===== src/design/chc_defs.svh =====
// Register offsets, field positions and reset values of the card host control bank
`ifndef CHC_DEFS_SVH
`define CHC_DEFS_SVH
`define CHC_OFF_CTRL      12'h000
`define CHC_OFF_MODE      12'h004
`define CHC_OFF_DTO       12'h008
`define CHC_OFF_SLOT      12'h00c
`define CHC_OFF_ARG       12'h010
`define CHC_OFF_CMD       12'h014
`define CHC_OFF_BLK       12'h018
`define CHC_OFF_CSTO      12'h01c
`define CHC_OFF_RSP0      12'h020
`define CHC_OFF_RSP3      12'h02c
`define CHC_OFF_RXW       12'h030
`define CHC_OFF_TXW       12'h034
`define CHC_OFF_STAT      12'h040
`define CHC_OFF_IEN_SET   12'h044
`define CHC_OFF_IEN_CLR   12'h048
`define CHC_OFF_IMASK     12'h04c
`define CHC_OFF_DMA       12'h050
`define CHC_OFF_CFG       12'h054
`define CHC_OFF_WPM       12'h0e4
`define CHC_OFF_WPS       12'h0e8
`define CHC_OFF_REV       12'h0fc
`define CHC_OFF_FIFO_LO   12'h200
`define CHC_B_IFACE_ON    0
`define CHC_B_IFACE_OFF   1
`define CHC_B_PS_ON       2
`define CHC_B_PS_OFF      3
`define CHC_B_RW_ON       4
`define CHC_B_RW_OFF      5
`define CHC_B_SOFT_RST    7
`define CHC_B_RDSTOP      11
`define CHC_B_WRSTOP      12
`define CHC_B_FORCE_BYTE_MODE       13
`define CHC_B_PAD_VALUE_SEL        14
`define CHC_STAT_RESET    32'h0c000025
`define CHC_STAT_TRANSFER_DONE_FLAG  27
`define CHC_REV_VALUE     32'h00000100
`define CHC_CMD_TRANSFER_COMMAND_LSB 16
`define CHC_CMD_TRANSFER_DIRECTION     18
`define CHC_CMD_TRTYP_LSB 19
`define CHC_CMD_SPECIAL_COMMAND_FIELD_LSB 8
`define CHC_TRANSFER_COMMAND_START   2'h1
`define CHC_TRANSFER_COMMAND_STOP    2'h2
`define CHC_TRTYP_SDIOBYTE 3'h4
`define CHC_SPECIAL_COMMAND_FIELD_BOOT_REQUEST_CODE 3'h6
`define CHC_SPECIAL_COMMAND_FIELD_BOOT_END_CODE 3'h7
`endif


===== src/design/chc_pkg.sv =====
// Types shared by the card host control bank
package chc_pkg;
  typedef enum logic [1:0] {CHC_BUS1, CHC_BUSRSV, CHC_BUS4, CHC_BUS8} chc_bus_t;
  typedef enum {CHC_IDLE, CHC_XFER, CHC_DONE} chc_state_t;
endpackage


===== src/design/chc_regs.sv =====
// Control and mode register bank of the card host interface, APB slave
// Functional notes
// - Transfer-done flag rises exactly when read or write sequence completes; soft reset also sets it.
// - Writing one to soft reset bit resets the interface; zero does nothing.
// - Read-wait on bit enables, off bit disables; zeros ignored.
// - Power save on with off bit zero enables; both ones disables.
// - Interface on with off zero enables; both ones disable wins.
// - Block length bits 31:16 of mode are shared with block register.
// - SDIO byte transfers ignore block length.
// - Manual write padding uses 0x00 or 0xFF by pad value select.
// - Force byte bit enables byte-wide transfers for odd block sizes.
// - Write clock stop halts card clock on full FIFO during writes.
// - Read clock stop halts card clock while FIFO full during reads.
// - Power save card clock is module clock over two times (two to divider power, plus one); divider unused.
// - Normal card clock is module clock over two times divider plus one.
// - Bus width code 0 one line, 2 four, 3 eight; 1 reserved.
`include "chc_defs.svh"
`timescale 1ns/1ps
`default_nettype none
module chc_regs (
  input  wire logic          SYS_CLK,
  input  wire logic          ARST_N,
  input  wire logic          PSEL,
  input  wire logic          PENABLE,
  input  wire logic          PWRITE,
  input  wire logic [11:0]   PADDR,
  input  wire logic [31:0]   PWDATA,
  output logic      [31:0]   PRDATA,
  output logic               PREADY,
  output logic               PSLVERR,
  input  wire logic          FIFO_FULL,
  input  wire logic          SEQ_END,
  output logic               IFACE_EN,
  output logic               READ_WAIT_EN,
  output logic               POWER_SAVE_EN,
  output logic               CARD_CLK_EN,
  output logic               CARD_CLK_STOP,
  output chc_pkg::chc_bus_t  CARD_BUS_WIDTH,
  output logic               BYTE_MODE,
  output logic      [7:0]    PAD_BYTE,
  output logic      [15:0]   XFER_LENGTH,
  output logic               XFER_READ,
  output logic               XFER_ACTIVE,
  output logic               BOOT_ACTIVE,
  output logic               DMA_EN,
  output logic               SOFT_RESET
);
  import chc_pkg::*;

  logic        wr_en;
  logic        rd_en;
  logic [31:0] mode_r;
  logic [31:0] dto_r;
  logic [31:0] slot_r;
  logic [31:0] arg_r;
  logic [15:0] block_count_r;
  logic [31:0] csto_r;
  logic [31:0] dma_r;
  logic [31:0] cfg_r;
  logic [31:0] wpm_r;
  logic        iface_r;
  logic        rwait_r;
  logic        psave_r;
  logic        soft_r;
  logic        ff_meta_r;
  logic        ff_sync_r;
  logic        end_meta_r;
  logic        end_sync_r;
  logic        end_d_r;
  logic        done_r;
  logic        dir_r;
  logic [2:0]  trtyp_r;
  logic        boot_r;
  logic [15:0] div_cnt_r;
  logic [15:0] div_lim;
  logic        clk_en_r;
  logic [31:0] rdata_nxt;
  chc_state_t  state_r;

  // Access phase strobes; zero wait states
  assign wr_en   = PSEL & PENABLE & PWRITE;
  assign rd_en   = PSEL & PENABLE & ~PWRITE;
  assign PREADY  = 1'b1;
  assign PSLVERR = 1'b0;

  // Pin inputs are asynchronous, so two stages before use
  always_ff @(posedge SYS_CLK or negedge ARST_N) begin
    if (!ARST_N) begin
      ff_meta_r  <= 1'b0;
      ff_sync_r  <= 1'b0;
      end_meta_r <= 1'b0;
      end_sync_r <= 1'b0;
      end_d_r    <= 1'b0;
    end else begin
      ff_meta_r  <= FIFO_FULL;
      ff_sync_r  <= ff_meta_r;
      end_meta_r <= SEQ_END;
      end_sync_r <= end_meta_r;
      end_d_r    <= end_sync_r;
    end
  end

  // soft reset pulse, one cycle after the write
  always_ff @(posedge SYS_CLK or negedge ARST_N) begin
    if (!ARST_N) begin
      soft_r <= 1'b0;
    end else begin
      soft_r <= wr_en && PADDR == `CHC_OFF_CTRL && PWDATA[`CHC_B_SOFT_RST];
    end
  end
  assign SOFT_RESET = soft_r;

  // control strobes set or clear enable state
  always_ff @(posedge SYS_CLK or negedge ARST_N) begin
    if (!ARST_N) begin
      iface_r <= 1'b0;
      rwait_r <= 1'b0;
      psave_r <= 1'b0;
    end else if (soft_r) begin
      iface_r <= 1'b0;
      rwait_r <= 1'b0;
      psave_r <= 1'b0;
    end else if (wr_en && PADDR == `CHC_OFF_CTRL) begin
      if (PWDATA[`CHC_B_IFACE_OFF]) begin
        iface_r <= 1'b0;
      end else if (PWDATA[`CHC_B_IFACE_ON]) begin
        iface_r <= 1'b1;
      end
      if (PWDATA[`CHC_B_PS_OFF]) begin
        psave_r <= 1'b0;
      end else if (PWDATA[`CHC_B_PS_ON]) begin
        psave_r <= 1'b1;
      end
      if (PWDATA[`CHC_B_RW_OFF]) begin
        rwait_r <= 1'b0;
      end else if (PWDATA[`CHC_B_RW_ON]) begin
        rwait_r <= 1'b1;
      end
    end
  end

  // Configuration storage; soft reset clears it like a power-up
  always_ff @(posedge SYS_CLK or negedge ARST_N) begin
    if (!ARST_N) begin
      mode_r <= 32'h00000000;
      dto_r  <= 32'h00000000;
      slot_r <= 32'h00000000;
      arg_r  <= 32'h00000000;
      block_count_r <= 16'h0000;
      csto_r <= 32'h00000000;
      dma_r  <= 32'h00000000;
      cfg_r  <= 32'h00000000;
      wpm_r  <= 32'h00000000;
    end else if (soft_r) begin
      mode_r <= 32'h00000000;
      dto_r  <= 32'h00000000;
      slot_r <= 32'h00000000;
      arg_r  <= 32'h00000000;
      block_count_r <= 16'h0000;
      csto_r <= 32'h00000000;
      dma_r  <= 32'h00000000;
      cfg_r  <= 32'h00000000;
      wpm_r  <= 32'h00000000;
    end else if (wr_en) begin
      case (PADDR)
        // bit 15 is reserved and always reads zero
        `CHC_OFF_MODE: mode_r <= {PWDATA[31:16], 1'b0, PWDATA[14:0]};
        `CHC_OFF_DTO:  dto_r  <= PWDATA;
        `CHC_OFF_SLOT: slot_r <= PWDATA;
        `CHC_OFF_ARG:  arg_r  <= PWDATA;
        // block register writes the shared length storage
        `CHC_OFF_BLK: begin
          mode_r[31:16] <= PWDATA[31:16];
          block_count_r        <= PWDATA[15:0];
        end
        `CHC_OFF_CSTO: csto_r <= PWDATA;
        `CHC_OFF_DMA:  dma_r  <= PWDATA;
        `CHC_OFF_CFG:  cfg_r  <= PWDATA;
        `CHC_OFF_WPM:  wpm_r  <= PWDATA;
        default: ;
      endcase
    end
  end

  // Transfer sequencer driven by command writes and the end pulse
  always_ff @(posedge SYS_CLK or negedge ARST_N) begin
    if (!ARST_N) begin
      state_r <= CHC_IDLE;
      dir_r   <= 1'b0;
      trtyp_r <= 3'h0;
      boot_r  <= 1'b0;
    end else if (soft_r) begin
      state_r <= CHC_IDLE;
      boot_r  <= 1'b0;
    end else begin
      if (wr_en && PADDR == `CHC_OFF_CMD) begin
        if (PWDATA[`CHC_CMD_SPECIAL_COMMAND_FIELD_LSB +: 3] == `CHC_SPECIAL_COMMAND_FIELD_BOOT_REQUEST_CODE) begin
          boot_r <= 1'b1;
        end else if (PWDATA[`CHC_CMD_SPECIAL_COMMAND_FIELD_LSB +: 3] == `CHC_SPECIAL_COMMAND_FIELD_BOOT_END_CODE) begin
          boot_r <= 1'b0;
        end
      end
      case (state_r)
        CHC_IDLE, CHC_DONE: begin
          if (wr_en && PADDR == `CHC_OFF_CMD && iface_r &&
              PWDATA[`CHC_CMD_TRANSFER_COMMAND_LSB +: 2] == `CHC_TRANSFER_COMMAND_START) begin
            state_r <= CHC_XFER;
            dir_r   <= PWDATA[`CHC_CMD_TRANSFER_DIRECTION];
            trtyp_r <= PWDATA[`CHC_CMD_TRTYP_LSB +: 3];
          end
        end
        CHC_XFER: begin
          if (end_sync_r & ~end_d_r) begin
            state_r <= CHC_DONE;
          end else if (wr_en && PADDR == `CHC_OFF_CMD &&
                       PWDATA[`CHC_CMD_TRANSFER_COMMAND_LSB +: 2] == `CHC_TRANSFER_COMMAND_STOP) begin
            state_r <= CHC_DONE;
          end
        end
        default: state_r <= CHC_IDLE;
      endcase
    end
  end

  // done flag set in the cycle the sequence ends; a new start clears it
  always_ff @(posedge SYS_CLK or negedge ARST_N) begin
    if (!ARST_N) begin
      done_r <= 1'b1;
    end else if (soft_r) begin
      done_r <= 1'b1;
    end else if (state_r == CHC_XFER && end_sync_r && !end_d_r) begin
      done_r <= 1'b1;
    end else if (state_r == CHC_XFER) begin
      done_r <= 1'b0;
    end
  end

  // normal limit 2*(div+1) cycles per card period, half-period toggles
  // power save half period of 2^power_save_divider+1 cycles
  always_comb begin
    div_lim = {8'h00, mode_r[7:0]};
    if (psave_r) begin
      div_lim = 16'((16'h0001 << mode_r[10:8]));
    end
  end

  // Card clock enable: one pulse per half period of the card clock
  always_ff @(posedge SYS_CLK or negedge ARST_N) begin
    if (!ARST_N) begin
      div_cnt_r <= 16'h0000;
      clk_en_r  <= 1'b0;
    end else if (!iface_r || CARD_CLK_STOP) begin
      // Stopped clock restarts its half-period count from zero; data integrity over bandwidth
      div_cnt_r <= 16'h0000;
      clk_en_r  <= 1'b0;
    end else if (div_cnt_r >= div_lim) begin
      div_cnt_r <= 16'h0000;
      clk_en_r  <= 1'b1;
    end else begin
      div_cnt_r <= div_cnt_r + 16'h0001;
      clk_en_r  <= 1'b0;
    end
  end

  assign CARD_CLK_STOP = state_r == CHC_XFER && ff_sync_r &&
                         ((dir_r && mode_r[`CHC_B_RDSTOP]) || (!dir_r && mode_r[`CHC_B_WRSTOP]));
  assign CARD_CLK_EN   = clk_en_r;

  // bus width code straight from the slot register
  assign CARD_BUS_WIDTH = chc_bus_t'(slot_r[7:6]);
  assign BYTE_MODE      = mode_r[`CHC_B_FORCE_BYTE_MODE];
  assign PAD_BYTE       = mode_r[`CHC_B_PAD_VALUE_SEL] ? 8'hff : 8'h00;
  // length zeroed for SDIO byte transfers
  assign XFER_LENGTH    = (trtyp_r == `CHC_TRTYP_SDIOBYTE) ? 16'h0000 : mode_r[31:16];
  assign XFER_READ      = dir_r;
  assign XFER_ACTIVE    = state_r == CHC_XFER;
  assign BOOT_ACTIVE    = boot_r;
  assign DMA_EN         = dma_r[8];
  assign IFACE_EN       = iface_r;
  assign READ_WAIT_EN   = rwait_r;
  assign POWER_SAVE_EN  = psave_r;

  // read mux; write-only and unmapped words read zero
  always_comb begin
    rdata_nxt = 32'h00000000;
    case (PADDR)
      `CHC_OFF_MODE: rdata_nxt = mode_r;
      `CHC_OFF_DTO:  rdata_nxt = dto_r;
      `CHC_OFF_SLOT: rdata_nxt = slot_r;
      `CHC_OFF_ARG:  rdata_nxt = arg_r;
      `CHC_OFF_BLK:  rdata_nxt = {mode_r[31:16], block_count_r};
      `CHC_OFF_CSTO: rdata_nxt = csto_r;
      `CHC_OFF_STAT: begin
        rdata_nxt = `CHC_STAT_RESET;
        rdata_nxt[`CHC_STAT_TRANSFER_DONE_FLAG] = done_r;
      end
      `CHC_OFF_DMA:  rdata_nxt = dma_r;
      `CHC_OFF_CFG:  rdata_nxt = cfg_r;
      `CHC_OFF_WPM:  rdata_nxt = wpm_r;
      `CHC_OFF_REV:  rdata_nxt = `CHC_REV_VALUE;
      default:       rdata_nxt = 32'h00000000;
    endcase
  end

  // Read data comes from the mux while the access phase is up
  assign PRDATA = rd_en ? rdata_nxt : 32'h00000000;
endmodule // chc_regs
`default_nettype wire


===== config.mk =====
export PLATFORM = sky130hd
export DESIGN_NAME = chc_regs
export DESIGN_NICKNAME = d
export VERILOG_FILES = /design/src/design/chc_pkg.sv /design/src/design/chc_regs.sv
export VERILOG_INCLUDE_DIRS = /design/src /design/src/design
export SDC_FILE = /design/constraint.sdc
export NUM_CORES = 1
export LEC_CHECK = 0
export ABC_AREA = 1
export ABC_CLOCK_PERIOD_IN_PS = 2000
export BUFFER_PORTS_ARGS = -buffer_cell sky130_fd_sc_hd__buf_2
export CAP_MARGIN = 10
export CORE_ASPECT_RATIO = 2
export CORE_MARGIN = 5
export CORE_UTILIZATION = 45
export CTS_CLUSTER_DIAMETER = 40
export DETAILED_ROUTE_END_ITERATION = 7
export PLACE_DENSITY = 0.65
export SLEW_MARGIN = 10
export SYNTH_ARGS = -nofsm -noshare
export SYNTH_HDL_FRONTEND = slang
export SYNTH_SLANG_ARGS = --single-unit

===== constraint.sdc =====
create_clock -name SYS_CLK -period 2 [get_ports SYS_CLK]
set_input_delay 0.2 -clock SYS_CLK [delete_from_list [all_inputs] [get_ports SYS_CLK]]
set_output_delay 0.2 -clock SYS_CLK [all_outputs]
set_load 0.05 [all_outputs]

# [Yosys cells after proc, flatten, opt, wreduce, memory -nomap -nowiden]
# Cells that the tools add are included.
# W data, S select, Z words.
[op_classes] n_addsub=1 order_cmp=1 eq_ne=22 shifts=1 muxes=61 bitwise=7 reduce_logical=55
[ops] operator="$mux W32" n=28
[ops] operator="$pmux W32 S11" n=1
[ops] operator="$mux W16" n=9
[ops] operator="$eq A32 B2 Y1 const B" n=2
[ops] operator="$pmux W32 S2" n=1
[ops] operator="$eq A12 B5 Y1 const B" n=4
[ops] operator="$eq A12 B7 Y1 const B" n=3
[ops] operator="$eq A32 B1 Y1 const B" n=1
[ops] operator="$logic_not A32 Y1" n=1
[ops] operator="$reduce_and A2 Y1" n=15
[ops] operator="$reduce_bool A2 Y1" n=13
[ops] operator="$eq A12 B4 Y1 const B" n=2
[ops] operator="$eq A12 B8 Y1 const B" n=2
[ops] operator="$mux W1" n=21
[ops] operator="$add A16 B1 Y16 const B" n=1
[ops] operator="$ge A16 B16 Y1" n=1
[ops] operator="$shl A1 B3 Y16 const A" n=1
[ops] operator="$reduce_bool A3 Y1" n=5
[ops] operator="$eq A12 B3 Y1 const B" n=1
[ops] operator="$logic_and A1 B1 Y1" n=12
[ops] operator="$logic_not A12 Y1" n=1
[ops] operator="$eq A3 B3 Y1 const B" n=3
[ops] operator="$mux W8" n=1
[ops] operator="$and A1 B1 Y1" n=4
[ops] operator="9 further kinds" n=15
[word_totals] regBits=336 input_bits=51 output_inout_bits=71 elab_cells=174

# [Longest topological paths before layout]
# Gate-level depths: netlist of run 1.
[depth] depth_word=8 depth_mapped=12 depth_no_buf=12

# [Worst setup path before layout of run 1]
# Ideal clock, no wire load.
[synth_timing] path_kind="reg2reg" start="register state_r[1]" end="register div_cnt_r[2]" setup_time_ns=0.133 arrival_ns=2.292 setup_slack_ns=-0.425 stages_incl_launch_ff=7 n_path_buf=0 path_cell_list="dfrtp_1 -> nor2_1 -> nand2_1 -> nor2_1 -> nor2_1 -> clkinv_1 -> nor3_1"
[synth_between] elab_chain_cells=5
[synth_rtl] element="start: declaration" line_no="chc_regs.sv:78" source="chc_state_t state_r;"
[synth_rtl] element="start signal: assignment" line_no="chc_regs.sv:188" source="state_r <= CHC_IDLE;"
[synth_rtl] element="start signal: assignment" line_no="chc_regs.sv:193" source="state_r <= CHC_IDLE;"
[synth_rtl] element="start signal: assignment" line_no="chc_regs.sv:207" source="state_r <= CHC_XFER;"
[synth_rtl] element="$eq A32 B2 Y1"
[synth_rtl] element="net XFER_ACTIVE" line_no="chc_regs.sv:43" source="output logic XFER_ACTIVE,"
[synth_rtl] element="$logic_and A1 B1 Y1 (2 in series)" line_no="chc_regs.sv:265" source="assign CARD_CLK_STOP = state_r == CHC_XFER && ff_sync_r &&"
[synth_rtl] element="net CARD_CLK_STOP" line_no="chc_regs.sv:37" source="output logic CARD_CLK_STOP,"
[synth_rtl] element="$logic_or A1 B1 Y1" line_no="chc_regs.sv:252" source="end else if (!iface_r || CARD_CLK_STOP) begin"
[synth_rtl] element="$mux W16" line_no="chc_regs.sv:252"
[synth_rtl] element="end signal: assignment" line_no="chc_regs.sv:260" source="div_cnt_r <= div_cnt_r + 16'h0001;"
[synth_rtl] element="end: declaration" line_no="chc_regs.sv:74" source="logic [15:0] div_cnt_r;"
# The timed path passes the listed nets, and every way through them passes these cells.
# A chain may end at the register's enable or synchronous reset.

# [Worst setup path in the final report of run 1]
[layout_timing] start="input PADDR[9]" end="output PRDATA[23]"
[layout_between] elab_chain_cells=3 word_cells_on_any_way=13 cone_classes="11 x eq/ne; 2 x mux"
[layout_rtl] element="start: declaration" line_no="chc_regs.sv:26" source="input wire logic [11:0] PADDR,"
[layout_rtl] element="$eq A12 B8 Y1 (tied with other cells)" line_no="chc_regs.sv:286" source="case (PADDR)"
[layout_rtl] element="$pmux W32 S11 (*)" line_no="chc_regs.sv:286"
[layout_rtl] element="$mux W32 (*)" line_no="chc_regs.sv:306" source="assign PRDATA = rd_en ? rdata_nxt : 32'h00000000;"
[layout_rtl] element="end: declaration" line_no="chc_regs.sv:28" source="output logic [31:0] PRDATA,"
# Every way passes the cells marked *; elsewhere a longest branch is shown, timed or not.

==> run_results.csv, run 1 <==
group,metric,value,unit
status,outcome,"complete, but fails checks",
status,violations,"setup timing",
grt,grt_overflow,0,
clocking,clockRootBuffer,"clkbuf_16",
clocking,numCtsBuffers,30,
power_and_ir_drop,pwr-share-comb,0.050,
logic_synthesis,avgSynthCellArea,8.14,um^2
power_and_ir_drop,clkPwrFrac,0.464,
sta,rsz0062_at_grt,"yes",
worst_setup_path,reg2reg_setup_slack,0,ns
grt,grt_max_degree,61,
route,detail_route.wirelength,50600,um
grt,antenna_found_initial,1,
power_and_ir_drop,p_per_area,683,mW/mm^2
layout,final_common_cell,"nand2_1",
floorplan,ios,122,
layout,area_growth,29.9,%
worst_setup_path,crit_fanout,16,
sta,period_share,1.04,
worst_setup_path,required,1.80,ns
grt,grt_use_total,0.276,
sta,finalSetupViolCount,31,
logic_synthesis,yosysWarnings,0,
layout,drive_gt1_frac,0.224,
route,drc_errors,0,
sta,worst_slew_pin_slew,0.569,ns
placed_design,hpwl,34100,um
floorplan,dieArea,0.0360,mm^2
power_and_ir_drop,leakage,8.76,nW
sta,fin_ws,-0.0854,ns
clocking,cts_sinks,305,
logic_synthesis,synthesis.area,0.0144,mm^2
floorplan,die_h,263,um
sta,drv_slew,0,
floorplan,start_util,0.456,
worst_setup_path,worstSetupPathType,"input pin to primary output",
worst_hold_path,hp-start,"PWDATA[28]",
clocking,h-tree-depth,1,
worst_setup_path,cp-start-kind,"input pin",
power_and_ir_drop,switchingPower,0.00299,W
worst_setup_path,ff2ff_path_depth,10,
worst_setup_path,r2r-start,"POWER_SAVE_EN",
sta,final.min_clock_period,2.09,ns
worst_hold_path,hold_path_class,"input pin to flip-flop",
sta,fmax,480,MHz
power_and_ir_drop,ir_drop,0.000886,V
sta,skew,0.0112,ns
worst_setup_path,critical_path.top_delay_family,"simple AND/OR/NAND/NOR gates",
worst_setup_path,crit_chain,"buf_6 -> nor2_4 -> nand2_4 -> nor2_4 -> buf_8 -> nand2_2 -> nand2_2 -> nor2_2 -> nand3_2 -> nand2_4 -> buf_12 -> nor2_1 -> buf_6",
power_and_ir_drop,p_int,0.00980,W
grt,grt_first_pass_wirelength,76700,um
power_and_ir_drop,power_frac_seq,0.486,
worst_setup_path,rr_endpoint,"div_cnt_r[1]",
layout,final_area,0.0187,mm^2
logic_synthesis,synth.distinct_cells,38,
layout,final_util,0.592,
worst_setup_path,arrival,1.89,ns
route,antenna_left,0,
floorplan,coreArea,0.0317,mm^2
logic_synthesis,seq_area_frac_synth,0.529,
layout,fill_cells,2755,
route,dr.first_iter.drc_count,1050,
sta,maxSlewHeadroom,0.621,
layout,layout_common_cells,"nand2_1 (401), dfrtp_1 (301), o21ai_0 (274)",
sta,hold_violations,0,
worst_hold_path,whs_endpoint,"wpm_r[28]",
clocking,cts_max_path_buffers,3,
sta,whs,0.0927,ns
route,wl_per_cell,20.9,um
route,vias,13538,
worst_setup_path,cpMaxStageDelayCell,"nor2_4",
route,dr.pass1.iters,6,
layout,layout.nets,2033,
run,drv_cap,0,
clocking,cts_tree,"yes",
worst_hold_path,hold_depth,3,
grt,first_global_vias,13512,
route,vias_per_cell,5.59,
worst_setup_path,max_stage_delay,0.23,ns
placed_design,io_buffers,119,
logic_synthesis,ys_ff_latch,305,
power_and_ir_drop,p_sw_frac,0.234,
worst_setup_path,cp-end-kind,"primary output",
power_and_ir_drop,total_power,0.0128,W
clocking,clk_pin_slew,0.06,ns
placed_design,place.gp.congestion,0.911,
clocking,clock_latency,0.57,ns
floorplan,chipWidth,137,um
worst_setup_path,critPathBufInv,4,
placed_design,post_dp_cell_area,0.0165,mm^2
logic_synthesis,postSynthCellCount,1772,
floorplan,fp-row-count,92,
cells in the mapped netlist (all sizes together):
library cell	count	area [um^2]
a32o	1	10.0
clkinv	2	7.51
ha	9	113
nand4	57	363
a21oi	16	114
dfrtp	304	7610
xnor2	3	26.3
a31oi	3	55.1
conb	2	7.51
o21a	1	7.51
o21ai	295	1480
clkbuf	58	218
a22oi	7	52.6
nand2	416	1580
or2	2	12.5
nand3	236	1190
inv	116	435
dfstp	1	26.3
nor3	12	65.1
nor3b	2	15.0
xor2	4	35.0
buf	66	374
nor2	159	636
worst register-to-register path, cell delays in order, from the launching register on:
cell	delay (ns)
dfrtp_2	0.42
clkinv_4	0.10
buf_4	0.14
a22oi_2	0.22
ha_1	0.29
a21oi_2	0.15
o21ai_2	0.06
nand2_1	0.06
nand4_1	0.13
buf_6	0.18
nor3b_2	0.15
how the worst max path moves through the flow:
stage / cells after the start / from / end / slack [ns]
after floorplan: 11 / PADDR[9] / PRDATA[19] / -0.11
after global placement: 13 / PADDR[9] / PRDATA[9] / -0.23
after detailed placement: 12 / PADDR[9] / PRDATA[6] / -0.21
after CTS: 13 / PADDR[4] / PRDATA[11] / -0.02
after global routing: 13 / PADDR[9] / PRDATA[23] / -0.12
final: 13 / PADDR[9] / PRDATA[23] / -0.09
metal layers:
| metal | vias up | track usage | wire, um |
|---|---|---|---|
| met2 | 554 | 0.478 | 26200 |
| met3 | 149 | 0.0300 | 2730 |
| li1 | 6245 | - | - |
| met4 | 0 | 0.193 | 3900 |
| met5 | - | 0 | 0 |
| met1 | 6590 | 0.311 | 17800 |
sequential cells by signal (all words and copies together) (netlist names), 31 cells and up:
signal and count:
mode_r 31, wpm_r 32, dto_r 32, cfg_r 32
arg_r 32, dma_r 32, csto_r 32, slot_r 32
cell families after synthesis:
family | after synthesis | synth area share
other cells | 2 | 0.000521
xor+xnor | 7 | 0.00425
flops | 305 | 0.529
simple gates | 884 | 0.268
compound gates | 323 | 0.119
fa+ha+maj | 9 | 0.00781
buf+inv | 242 | 0.0717
layout make-up:
class	instances	area, um^2	area share
multi-input cells	1232	6260	0.334
flip-flops and latches	305	7640	0.408
clock inverters	15	174	0.00928
repair buffers	286	2820	0.151
inverters	118	448	0.0239
well taps	423	529	0.0283
diodes	1	2.50	0.000134
clock buffers	40	860	0.0459
power by group through the flow:
stage / sequential [W] / combinational [W] / clock (W)
floorplan: 0.00634 / 0.000189 / 0
global placement: 0.00633 / 0.000570 / 0
detailed placement: 0.00633 / 0.000576 / 0
CTS: 0.00622 / 0.000615 / 0.00601
global route: 0.00622 / 0.000695 / 0.00625
finish: 0.00622 / 0.000645 / 0.00593
what timing repair did:
| action | 4_1_cts | 5_1_grt |
|---|---|---|
| setup endpoints to repair | 32 | 43 |
| buffers inserted | 10 | 12 |
| resized for setup | 80 | 124 |
| hold endpoints to repair | 64 | 0 |
| hold buffers | 19 | 0 |
| gates cloned | 2 | 5 |
| pin swaps | 7 | 17 |
per-stage QoR:
step / setup slack (ns) / std cells / setup TNS [ns]
final: -0.0854 / 2420 / -0.946
after global routing: -0.123 / 2420 / -3.03
after CTS: -0.0173 / 2402 / -0.0415
after detailed placement: -0.214 / 2316 / -4.85
after global placement: -0.231 / 2316 / -3.96
after floorplan: -0.114 / 1779 / -3.27
(Power assumes the default switching activity.)
==> inputs of run 2 (changes only) <==
--- a/config.mk
+++ b/config.mk
@@ -10,12 +10,15 @@
 export ABC_CLOCK_PERIOD_IN_PS = 2000
 export BUFFER_PORTS_ARGS = -buffer_cell sky130_fd_sc_hd__buf_2
 export CAP_MARGIN = 10
+export CELL_PAD_IN_SITES_DETAIL_PLACEMENT = 0
+export CELL_PAD_IN_SITES_GLOBAL_PLACEMENT = 1
 export CORE_ASPECT_RATIO = 2
 export CORE_MARGIN = 5
-export CORE_UTILIZATION = 45
+export CORE_UTILIZATION = 41
 export CTS_CLUSTER_DIAMETER = 40
 export DETAILED_ROUTE_END_ITERATION = 7
-export PLACE_DENSITY = 0.65
+export PLACE_DENSITY_LB_ADDON = 0.1
+export REMOVE_ABC_BUFFERS = 1
 export SLEW_MARGIN = 10
 export SYNTH_ARGS = -nofsm -noshare
 export SYNTH_HDL_FRONTEND = slang
==> run 2 against run 1 <==
The flow still finishes with violations (setup timing). Clock skew decreased by 0.00076 ns. Via count decreased by 3.7%. Hold slack got worse by 0.081 ns. Critical path depth decreased by 1. Critical path type unchanged. Largest cell class unchanged. Sequential power about the same. Die area increased by 9.2%. Setup slack improved by 0.049 ns. First-iteration DRC count decreased by 18%. Non-clock buffer count decreased by 17. Total power increased by 7.0%. Clock power increased by 16%. Clock-buffer cell count increased by 11.
==> run_results.csv, run 2 (synthesis gave the netlist of run 1 again) <==
group,metric,value,unit
layout,drive_gt1_frac,0.217,
worst_setup_path,worstSetupPathType,"input pin to primary output",
sta,fin_ws,-0.0362,ns
placed_design,hpwl,33000,um
placed_design,post_dp_cell_area,0.0164,mm^2
floorplan,dieArea,0.0393,mm^2
layout,final_area,0.0188,mm^2
grt,first_global_vias,13033,
floorplan,coreArea,0.0350,mm^2
layout,area_growth,30.1,%
sta,period_share,1.02,
worst_setup_path,cpMostUsedCell,"nand2_4",
worst_hold_path,hold_path_class,"input pin to flip-flop",
worst_setup_path,crit_fanout,8,
sta,whs,0.0120,ns
placed_design,io_buffers,119,
route,detail_route.wirelength,50600,um
status,violations,"setup timing",
grt,grt_first_pass_wirelength,75600,um
sta,finalSetupViolCount,23,
power_and_ir_drop,ir_drop,0.000614,V
worst_setup_path,critPathBufInv,4,
layout,final_common_cell,"nand2_1",
sta,drv_slew,0,
worst_setup_path,crit_chain,"buf_6 -> nor2_4 -> nand2_4 -> nor2_8 -> nand2_4 -> nand2_4 -> inv_2 -> nand3_2 -> nand2_4 -> clkbuf_16 -> nor2_4 -> buf_8",
grt,grt_use_total,0.249,
floorplan,start_util,0.413,
status,outcome,"complete, but fails checks",
clocking,cts_sinks,305,
sta,rsz0062_at_grt,"yes",
floorplan,ios,122,
clocking,clk_pin_slew,0.06,ns
floorplan,chipWidth,143,um
power_and_ir_drop,p_per_area,729,mW/mm^2
clocking,cts_max_path_buffers,3,
sta,final.min_clock_period,2.04,ns
layout,layout_common_cells,"nand2_1 (404), dfrtp_1 (301), o21ai_0 (275)",
sta,maxSlewHeadroom,0.653,
clocking,cts_tree,"yes",
clocking,h-tree-depth,2,
clocking,clock_latency,0.52,ns
placed_design,dp_slack,-0.178,ns
sta,worst_slew_pin_slew,0.521,ns
worst_setup_path,cp-end-kind,"primary output",
grt,grt_max_degree,55,
grt,antenna_found_initial,0,
worst_setup_path,max_stage_delay,0.26,ns
layout,diodes,0,
layout,final_util,0.537,
grt,grt_overflow,0,
layout,final_cells,2433,
worst_setup_path,required,1.80,ns
route,dr.pass1.iters,5,
worst_setup_path,critical_path.top_delay_family,"simple AND/OR/NAND/NOR gates",
placed_design,place.gp.congestion,0.871,
sta,skew,0.0104,ns
placed_design,placedCellCount,2334,
route,vias,13042,
floorplan,die_h,275,um
layout,layout.nets,2022,
sta,fmax,491,MHz
run,drv_cap,0,
route,antenna_left,0,
route,wl_per_cell,20.8,um
power_and_ir_drop,leakage,8.74,nW
worst_setup_path,cpMaxStageDelayCell,"nor2_8",
clocking,numCtsBuffers,36,
route,drc_errors,0,
sta,hold_violations,0,
floorplan,fp-row-count,97,
worst_setup_path,arrival,1.84,ns
route,dr.first_iter.drc_count,860,
route,vias_per_cell,5.36,
worst_setup_path,cp-start-kind,"input pin",
clocking,clockRootBuffer,"clkbuf_16",
[run 2: cell types whose count changed in the layout (fill, tap and decap cells not counted), sizes merged]
cell	change
clkbuf	+12
dlygate4sd3	-5
bufinv	+1
diode	-1
clkinv	-2
buf	-13
inv	+1
clkinvlp	-2
[run 2: worst reg2reg max path, cell delays in order (launching register included)]
cell and delay (ns):
dfrtp_2 0.46, nand2_1 0.10, inv_2 0.07, a22oi_2 0.22, ha_1 0.30, a21oi_2 0.12
o21a_1 0.12, nand4_1 0.15, buf_4 0.21, nor3_1 0.13
[run 2: routing by layer]
layer	wire [um]	GRT usage	part of all wire
met1	20200	0.302	0.40
met2	27300	0.459	0.54
met3	1710	0.0243	0.034
met4	1420	0.0806	0.028
met5	0	0	0
[run 2: final cells by class]
class	count	area, um^2
fillers	3367	16200
flip-flops and latches	305	7640
multi-input cells	1232	6240
repair buffers	269	2660
clock buffers	51	1030
well taps	445	557
inverters	118	445
clock inverters	13	199
[run 2: metrics by stage]
step	TNS, ns	power, W
6_report	-0.443	0.0137
5_1_grt	-2.62	0.0141
4_1_cts	-0.0194	0.0138
3_5_place_dp	-8.74	0.00690
3_3_place_gp	-7.85	0.00690
2_1_floorplan	-322.07	0.00651
[run 2: final timing paths]
check	start	end	slack, ns	cells after the start
max in group asynchronous	ARST_N	slot_r[20]	1.04	3
worst max-delay path	PADDR[9]	PRDATA[5]	-0.04	12
worst min register to register	ff_meta_r	ff_sync_r	0.35	0
worst max register to register	mode_r[10]	div_cnt_r[8]	0.03	9
min in group asynchronous	ARST_N	dto_r[3]	0.22	2
worst min-delay path	PWDATA[4]	READ_WAIT_EN	0.01	3
[run 2: where the power goes]
group	internal [W]	switching (W)	total (W)
combinational	0.000180	0.000439	0.000619
sequential	0.00620	0.0000162	0.00622
clock	0.00414	0.00270	0.00685
[run 2: timing repair]
item | CTS | global route
endpoints found under the hold margin | 57 | 0
pin swaps | 9 | 19
setup endpoints to repair | 43 | 42
hold buffers | 14 | 0
setup buffers | 6 | 7
gates resized for setup | 82 | 131
gates cloned | 1 | 7
